==> src/shared/pbr_pkg.sv <==
// shared constants and types for the basic port control and status registers
package pbr_pkg;
  // register indices on the management interface
  localparam logic [4:0] REG_CTRL = 5'h00;
  localparam logic [4:0] REG_STAT = 5'h01;
  // control register field positions
  localparam int CTRL_SOFT_RST = 15;
  localparam int CTRL_LOOP = 14;
  localparam int CTRL_RATE_LO = 13;
  localparam int CTRL_NEG_EN = 12;
  localparam int CTRL_STANDBY = 11;
  localparam int CTRL_DETACH = 10;
  localparam int CTRL_NEG_RESTART = 9;
  localparam int CTRL_DUPLEX = 8;
  localparam int CTRL_COL_TEST = 7;
  localparam int CTRL_RATE_HI = 6;
  localparam int CTRL_ONE_WAY = 5;
  // fixed field values
  localparam logic [1:0] RATE_100M = 2'h1;
  localparam logic FULL_DUPLEX = 1'h1;
  localparam logic [4:0] CTRL_RSVD_VAL = 5'h00;
  localparam logic [3:0] OPSEL_NORMAL = 4'h3;
  // status register word: capabilities 15..9 zero, 8..6 set, 5..0 read zero
  localparam logic [15:0] STAT_WORD = 16'h01c0;
  // management frame layout
  localparam logic [1:0] FRAME_START = 2'h1;
  localparam logic [1:0] OP_WRITE = 2'h1;
  localparam logic [1:0] OP_READ = 2'h2;
  localparam logic [3:0] HDR_LAST = 4'hd;
  localparam logic [3:0] DATA_LAST = 4'hf;
  // frame receiver states
  typedef enum logic [2:0] {ST_IDLE, ST_HDR, ST_TA, ST_DATA, ST_DONE} pbr_state_t;
  // all state of the register bank except the pin synchronisers
  typedef struct packed {
    pbr_state_t st;
    logic [3:0] cnt;
    logic [13:0] hdr;
    logic [15:0] sh;
    logic mdc_prev;
    logic loop;
    logic standby;
    logic detach;
    logic one_way;
    logic oe;
    logic dout;
    logic rst_pulse;
    logic conflict;
    logic normal_req;
  } pbr_regs_t;
  localparam pbr_regs_t REGS_RST = '{st: ST_IDLE, cnt: 4'h0, hdr: 14'h0000, sh: 16'h0000, mdc_prev: 1'h0,
                                     loop: 1'h0, standby: 1'h0, detach: 1'h0, one_way: 1'h0, oe: 1'h0,
                                     dout: 1'h0, rst_pulse: 1'h0, conflict: 1'h0, normal_req: 1'h0};
endpackage

==> src/hw/pbr_sync2.sv <==
// two flip-flop synchroniser for pin inputs
module pbr_sync2 #(
  parameter int W = 1
) (
  // clock and reset
  input wire logic sys_clk,
  input wire logic rst,
  input wire logic ce,
  // data
  input wire logic [W-1:0] d,
  output logic [W-1:0] q
);
  typedef struct packed {
    logic [W-1:0] s1;
    logic [W-1:0] s2;
  } pbr_sync_t;
  pbr_sync_t r;
  pbr_sync_t next_r;

  if (W < 1) begin : g_bad_width
    $error("width must be at least one");
  end

  always_comb begin
    next_r.s1 = d;
    next_r.s2 = r.s1;
  end

  always_ff @(posedge sys_clk or posedge rst) begin
    if (rst) begin
      r <= '0;
    end else if (ce) begin
      r <= next_r;
    end
  end

  assign q = r.s2;
endmodule // pbr_sync2

==> src/hw/pbr_regs.sv <==
// basic port control and status registers behind the serial management interface
module pbr_regs (
  // clock, reset, enable
  input wire logic sys_clk,
  input wire logic rst,
  input wire logic ce,
  // management pins
  input wire logic mdc,
  input wire logic mdio_in,
  output logic mdio_out,
  output logic mdio_oe,
  // port address and surrounding state
  input wire logic [4:0] phy_addr,
  input wire logic [3:0] operating_state_select,
  input wire logic link_up,
  // port control
  output logic loopback_en,
  output logic standby_power_down,
  output logic mac_side_detach,
  output logic tx_forward_en,
  output logic port_reset,
  output logic conflicting_control_event,
  output logic normal_mode_req
);
  pbr_pkg::pbr_regs_t r;
  pbr_pkg::pbr_regs_t next_r;
  logic mdc_s;
  logic mdio_s;
  logic rise;
  logic [1:0] op;
  logic [4:0] reg_idx;
  logic hit;
  logic is_read;
  logic commit;
  logic [15:0] wword;
  logic [15:0] ctrl_word;
  logic [15:0] rd_word;
  logic [13:0] hdr_new;
  logic req_sb;
  logic req_dt;
  logic sb_ok;
  logic dt_ok;

  ////////////////////////////////////////////////////////////////////////////
  // pin synchronisers

  pbr_sync2 #(.W(2)) u_sync (
    .sys_clk(sys_clk),
    .rst(rst),
    .ce(ce),
    .d({mdc, mdio_in}),
    .q({mdc_s, mdio_s})
  );

  ////////////////////////////////////////////////////////////////////////////
  // decode and read data

  assign rise = mdc_s && !r.mdc_prev;
  assign op = r.hdr[11:10];
  assign reg_idx = r.hdr[4:0];
  assign hit = (r.hdr[9:5] == phy_addr);
  assign is_read = (op == pbr_pkg::OP_READ);
  assign wword = {r.sh[14:0], mdio_s};
  assign hdr_new = {r.hdr[12:0], mdio_s};
  assign commit = rise && (r.st == pbr_pkg::ST_DATA) && (r.cnt == pbr_pkg::DATA_LAST) && !is_read && hit
                  && (reg_idx == pbr_pkg::REG_CTRL);

  always_comb begin
    ctrl_word = 16'h0000;
    ctrl_word[pbr_pkg::CTRL_LOOP] = r.loop;
    ctrl_word[pbr_pkg::CTRL_RATE_HI] = pbr_pkg::RATE_100M[1];
    ctrl_word[pbr_pkg::CTRL_RATE_LO] = pbr_pkg::RATE_100M[0];
    ctrl_word[pbr_pkg::CTRL_STANDBY] = r.standby;
    ctrl_word[pbr_pkg::CTRL_DETACH] = r.detach;
    ctrl_word[pbr_pkg::CTRL_DUPLEX] = pbr_pkg::FULL_DUPLEX;
    ctrl_word[pbr_pkg::CTRL_ONE_WAY] = r.one_way;
    ctrl_word[4:0] = pbr_pkg::CTRL_RSVD_VAL;
  end

  always_comb begin
    case (hdr_new[4:0])
      pbr_pkg::REG_CTRL: rd_word = ctrl_word;
      pbr_pkg::REG_STAT: rd_word = pbr_pkg::STAT_WORD;
      default: rd_word = 16'h0000;
    endcase
  end

  ////////////////////////////////////////////////////////////////////////////
  // control write: standby and detach exclusion

  assign req_sb = wword[pbr_pkg::CTRL_STANDBY];
  assign req_dt = wword[pbr_pkg::CTRL_DETACH];
  assign sb_ok = req_sb && !r.detach;
  assign dt_ok = req_dt && !r.standby && !sb_ok;

  ////////////////////////////////////////////////////////////////////////////
  // next state

  always_comb begin
    next_r = r;
    next_r.mdc_prev = mdc_s;
    next_r.rst_pulse = 1'h0;
    next_r.conflict = 1'h0;
    next_r.normal_req = 1'h0;
    if (rise) begin
      case (r.st)
        pbr_pkg::ST_IDLE: begin
          // preamble optional: any low bit starts a frame
          if (!mdio_s) begin
            next_r.st = pbr_pkg::ST_HDR;
            next_r.cnt = 4'h1;
            next_r.hdr = 14'h0000;
          end
        end
        pbr_pkg::ST_HDR: begin
          next_r.hdr = hdr_new;
          next_r.cnt = r.cnt + 4'h1;
          if (r.cnt == pbr_pkg::HDR_LAST) begin
            next_r.cnt = 4'h0;
            if (hdr_new[13:12] == pbr_pkg::FRAME_START
                && (hdr_new[11:10] == pbr_pkg::OP_READ || hdr_new[11:10] == pbr_pkg::OP_WRITE)) begin
              next_r.st = pbr_pkg::ST_TA;
              next_r.sh = rd_word;
            end else begin
              next_r.st = pbr_pkg::ST_IDLE;
            end
          end
        end
        pbr_pkg::ST_TA: begin
          if (r.cnt == 4'h0) begin
            next_r.cnt = 4'h1;
          end else begin
            next_r.st = pbr_pkg::ST_DATA;
            next_r.cnt = 4'h0;
            next_r.oe = is_read && hit;
            next_r.dout = 1'h0;
          end
        end
        pbr_pkg::ST_DATA: begin
          next_r.dout = r.sh[15];
          next_r.sh = wword;
          next_r.cnt = r.cnt + 4'h1;
          if (r.cnt == pbr_pkg::DATA_LAST) begin
            next_r.cnt = 4'h0;
            next_r.st = is_read ? pbr_pkg::ST_DONE : pbr_pkg::ST_IDLE;
          end
        end
        pbr_pkg::ST_DONE: begin
          next_r.oe = 1'h0;
          next_r.dout = 1'h0;
          next_r.st = pbr_pkg::ST_IDLE;
        end
        default: begin
          next_r.st = pbr_pkg::ST_IDLE;
          next_r.oe = 1'h0;
        end
      endcase
    end
    if (commit) begin
      if (wword[pbr_pkg::CTRL_SOFT_RST]) begin
        next_r.loop = 1'h0;
        next_r.standby = 1'h0;
        next_r.detach = 1'h0;
        next_r.one_way = 1'h0;
        next_r.rst_pulse = 1'h1;
      end else begin
        next_r.loop = wword[pbr_pkg::CTRL_LOOP];
        next_r.one_way = wword[pbr_pkg::CTRL_ONE_WAY];
        next_r.standby = sb_ok;
        next_r.detach = dt_ok;
        next_r.conflict = (req_sb && !sb_ok) || (req_dt && !dt_ok);
        next_r.normal_req = r.standby && !sb_ok && (operating_state_select == pbr_pkg::OPSEL_NORMAL);
      end
    end
  end

  always_ff @(posedge sys_clk or posedge rst) begin
    if (rst) begin
      r <= pbr_pkg::REGS_RST;
    end else if (ce) begin
      r <= next_r;
    end
  end

  ////////////////////////////////////////////////////////////////////////////
  // outputs

  assign mdio_out = r.dout;
  assign mdio_oe = r.oe;
  assign loopback_en = r.loop;
  assign standby_power_down = r.standby;
  assign mac_side_detach = r.detach;
  assign tx_forward_en = r.one_way || link_up;
  assign port_reset = r.rst_pulse;
  assign conflicting_control_event = r.conflict;
  assign normal_mode_req = r.normal_req;
endmodule // pbr_regs

==> config.mk <==
export PLATFORM = sky130hd
export DESIGN_NAME = pbr_regs
export DESIGN_NICKNAME = d
export VERILOG_FILES = /design/src/shared/pbr_pkg.sv /design/src/hw/pbr_sync2.sv /design/src/hw/pbr_regs.sv
export SDC_FILE = /design/constraint.sdc
export NUM_CORES = 1
export LEC_CHECK = 0
export BUFFER_PORTS_ARGS = -buffer_cell sky130_fd_sc_hd__buf_2
export CAP_MARGIN = 20
export CORE_AREA = 10 10 76 78
export DETAILED_ROUTE_END_ITERATION = 10
export DIE_AREA = 0 0 86 88
export PLACE_DENSITY = 0.84
export SLEW_MARGIN = 10
export SYNTH_ARGS = -nofsm -noshare
export SYNTH_HDL_FRONTEND = slang
export SYNTH_SLANG_ARGS = --single-unit
export TNS_END_PERCENT = 100
==> constraint.sdc <==
create_clock -name sys_clk -period 4.6 [get_ports sys_clk]
set_input_delay 0.69 -clock sys_clk [delete_from_list [all_inputs] [get_ports sys_clk]]
set_output_delay 0.69 -clock sys_clk [all_outputs]
set_load 0.05 [all_outputs]
# Yosys cells after proc, flatten, opt, wreduce, memory -nomap -nowiden
# Index checks and enable logic that the tools add are counted.
# word_totals
reg_bits	50
in_bits	15
# op_classes
addsub	1
n_bitwise	1
reduce_logical	40
n_eq_ne	18
muxes	21
# op_table
operator	n
two-way mux 16 bit	2
case mux 16 bit (2 select lines)	1
case mux 15 bit (2 select lines)	1
case mux 13 bit (2 select lines)	1
two-way mux 21 bit	1
case mux 4 bit (4 select lines)	1
AND reduction 4 bit	4
logical AND 1 bit	15
two-way mux 7 bit	2
case mux 3 bit (4 select lines)	1
zero test 5 bit	2
two-way mux 3 bit	3
== test 4 bit, second input constant	2
inequality test 2 bit, second input constant	4
== test 3 x 2 -> 1 bit, second input constant	2
zero test 1 bit	6
two-way mux 2 bit	3
AND reduction 6 bit	1
== test 5 x 1 -> 1 bit, second input constant	1
== test 5 bit	1
AND reduction 5 bit	1
adder 4 x 1 -> 4 bit, second input constant	1
== test 2 x 1 -> 1 bit, second input constant	2
== test 2 bit, second input constant	2
other kinds (17)	21

# Logic depth before layout (Yosys ltp)
# logic_depth
word_depth	9
ltp_mapped	8

# Modules after synthesis
# Synthesis repeated with hierarchy kept, for this count alone.
# hier_totals
hier_cells	252
area_unflattened_um2	2408.6
# by_module_without_submodules
module	instances	cells_each	area_each_um2
pbr_regs	1	243	2259.7
pbr_sync2	1	9	148.9

# Worst setup path before layout
# Ideal clock, no wire load.
# synth_timing
kind	in2reg
start	in ce
end	reg r (netlist bit ctrl_word[5])
required_ps	4475
path_buffers	2
setup_time_ps	125
path_slack_ps	2302
cell_stages	6
arrival_time_ps	2173
cell_sequence	buf_6 > nand3b_4 > or3_1 > or4_4 > buf_6 > mux2_4
# synth_between
elab_chain_len	1
# synth_rtl
element	line	source
from (decl)	pbr_regs.sv:6	input wire logic ce,
AND reduction 2 bit (no line)	n/a	
to (signal assigned)	pbr_regs.sv:179	r <= pbr_pkg::REGS_RST;
to (signal assigned)	pbr_regs.sv:181	r <= next_r;
to (decl)	pbr_regs.sv:25	pbr_pkg::pbr_regs_t r;
# No other way between the ends.
# A chain may end at the register's enable or synchronous reset.

# Worst setup path in the final report
# layout_timing
start	reg r[45] (netlist bit)
end	reg r (netlist bit standby_power_down)
# layout_between
elab_chain_len	7
# layout_rtl
element	line	source
== test 3 x 2 -> 1 bit	pbr_regs.sv:65	assign commit = rise && (r.st == pbr_pkg::ST_DATA) && (r.cnt == pbr_pkg::DATA_LAST) && !is_read && hit
logical AND 1 bit (4 in a row)	pbr_regs.sv:65	
logical AND 1 bit	pbr_regs.sv:66	&& (reg_idx == pbr_pkg::REG_CTRL);
AND reduction 2 bit (no line)	n/a	
# No other way between the ends.

==> flow_summary.json <==
{
  "synth_area_leaders": "dfrtp_1 (52%), o21ai_0 (6.0%), nand2_1 (5.0%)",
  "p_leak_nw": 1.24,
  "grt_pass1_vias": 1767,
  "tightestPinTransition_ns": 0.944,
  "drive_gt1_share_pct": 16.4,
  "hold_class": "in2async",
  "num_io_pins": 24,
  "cts_tree": "done",
  "synth_top_area_cell": "dfrtp_1",
  "max-slew-margin-rel_pct": 36.8,
  "whs_ns": 0.296,
  "clock_latency_ns": 0.30,
  "detail-route-antenna-nets": 0,
  "fin_skew_ns": 0.0102,
  "cts_setup_buffers": 0,
  "ys_seq_area_share_pct": 51.7,
  "yosys_warnings": 0,
  "via_count": 1877,
  "min_period_ns": 2.63,
  "numCtsBuffers": 5,
  "nets": 292,
  "end_kind": "register",
  "finalCritPeriodShare_pct": 57.1,
  "crit_buf_inv": 0,
  "syn_inst": 256,
  "post-dp-hpwl_mm": 3.25,
  "antenna_found_initial": 0,
  "dr.pass1.iters": 4,
  "powerDensity_mw_per_mm2": 376,
  "status": "completed",
  "cts_resized": 0,
  "drv_slew": 0,
  "die_h_microns": 88,
  "setup_viol": 0,
  "grt_pass1_wl_mm": 8.49,
  "clk_pin_slew_ns": 0.09,
  "cp-start-kind": "register",
  "critical_path.top_delay_family": "simple AND/OR/NAND/NOR gates",
  "synth_cell_types": 42,
  "final.setup.tns_ns": 0,
  "synth_top_area_share_pct": 51.7,
  "synth_nets": 274,
  "clockBufferDepth": 2,
  "syn-mean-instance-area_sq_um": 9.45,
  "grt_setup_unrepaired": "false",
  "ys_ff_latch": 50,
  "hold_viol": 0,
  "rows": 24,
  "irDropWorstVdd_mv": 0.190,
  "worstSetupPathType": "reg2reg",
  "crit_chain": "and3b_1 -> nand4_1 -> or4_4 -> mux2_4",
  "syn_area_sq_mm": 0.00242,
  "slowest_stage": "and3b_1",
  "worstPathMaxFanout": 20,
  "dieArea_sq_mm": 0.00757,
  "diodes": 0,
  "gp_congestion": 0.910,
  "cp.arrival_ns": 2.83,
  "vias_per_cell": 5.74,
  "final_cell_mix": "dfrtp_1 (50), nand2_1 (32), o21ai_0 (29), buf_2 (23), nor2_1 (21)",
  "cpPeakStageDelay_ns": 0.72,
  "layout_commonest_cell": "dfrtp_1",
  "wire_per_inst_microns": 14.7,
  "cap_violations": 0,
  "ys.flop_type": "dfrtp_1",
  "drt_wl_total_mm": 4.82,
  "clock-root-buffer": "clkbuf_8",
  "coreArea_sq_mm": 0.00429,
  "max_clock_freq_mhz": 380,
  "drtIter0Drc": 145,
  "start_util_pct": 56.3,
  "cts.htree.levels": 2,
  "grt_overflow": 0,
  "grt_max_degree": 51,
  "setup_ws_ns": 1.97,
  "synth_enable_flop_cells": 0,
  "grt_usage_pct": 13.7,
  "fin_util_pct": 61.6,
  "die_w_microns": 86,
  "crit_required_ns": 4.80,
  "place_ws_ns": 2.08,
  "synth-async-reset-ratio_pct": 100,
  "port_buffers": 23,
  "drc": 0,
  "ctsHoldBuffers": 0,
  "clock_sinks": 50,
  "areaGrowthSynthToFinish_pct": 9.31
}
## kinds of logic after synthesis
| kind of cell | count (synthesis) | share of synthesized area [%] |
|---|---|---|
| simple gates | 97 | 20.0 |
| xor+xnor | 6 | 2.17 |
| buf+inv | 32 | 5.64 |
| fa+ha+maj | 3 | 1.55 |
| flops | 50 | 51.7 |
| mux | 9 | 4.60 |
| compound gates | 59 | 14.3 |
## worst register-to-register path: cells and delay by family, from the launching register on
family	cells	cell delay [ns]
flip-flops	1	0.56
multiplexers	1	0.32
AND/OR/NAND/NOR	3	1.64
## per-layer routing
metal | up-vias | global-route usage, % | share of wire (%)
met5 | - | 0 | 0
met1 | 874 | 16.9 | 44
met3 | 15 | 4.09 | 7.3
met4 | 0 | 7.78 | 2.9
li1 | 921 | - | -
met2 | 67 | 21.0 | 46
## final cells by class
| class | count | area [sq um] |
|---|---|---|
| Fill cell | 348 | 1650 |
| Sequential cell | 50 | 1250 |
| Multi-Input combinational cell | 174 | 1030 |
| Timing Repair Buffer | 24 | 135 |
| Inverter | 19 | 71.3 |
| Clock buffer | 5 | 68.8 |
| Tap cell | 52 | 65.1 |
| Clock inverter | 3 | 21.3 |
## power by group
part	leakage (nW)	internal [mW]	switching, mW
registers	0.631	0.476	0.0493
clock network	0.0441	0.107	0.144
logic	0.568	0.0825	0.135
## stage by stage
| stage | total power, mW | area (sq um) | std cells |
|---|---|---|---|
| 3_5_place_dp | 0.743 | 2530 | 318 |
| 4_1_cts | 0.997 | 2620 | 326 |
| 5_1_grt | 1.06 | 2640 | 327 |
| 6_report | 0.993 | 2640 | 327 |
| 3_3_place_gp | 0.736 | 2530 | 318 |
| 2_1_floorplan | 0.688 | 2420 | 256 |
## sequential cells by signal (all words and copies together) (netlist names)
register,cells
r,24
hdr_new,13
u_sync.next_r,2
u_sync.q,2
conflicting_control_event,1
ctrl_word,1
loopback_en,1
mac_side_detach,1
mdio_oe,1
mdio_out,1
normal_mode_req,1
port_reset,1
standby_power_down,1
## worst paths after layout
| check | startpoint | slack, ns | depth (start not counted) | to |
|---|---|---|---|---|
| max | r[45]$_DFFE_PP0P_ | 1.97 | 4 | standby_power_down$_DFFE_PP0P_ |
| min | rst | 0.30 | 2 | r[21]$_DFFE_PP0P_ |
| max reg2reg | r[45]$_DFFE_PP0P_ | 1.97 | 4 | standby_power_down$_DFFE_PP0P_ |
| min reg2reg | normal_mode_req$_DFFE_PP0P_ | 0.50 | 2 | normal_mode_req$_DFFE_PP0P_ |
| max in group asynchronous | rst | 3.82 | 3 | hdr_new[2]$_DFFE_PP0P_ |
| min in group sys_clk | normal_mode_req$_DFFE_PP0P_ | 0.50 | 2 | normal_mode_req$_DFFE_PP0P_ |
## cells in the mapped netlist, types with 2 or more instances
cell and number:
a21oi_1 12, a22oi_1 7, buf_6 2, clkbuf_1 9, dfrtp_1 50, ha_1 3, inv_1 19, mux2_2 5
mux2_4 3, nand2_1 32, nand3_1 14, nand3b_1 2, nand4_1 3, nor2_1 21, nor2b_1 3, nor3_1 5
nor4_1 3, o21ai_0 29, o22ai_1 3, or3_1 4, or4_4 2, xnor2_1 3, xor2_1 3
Note: power is estimated with default switching activity, not from simulation.
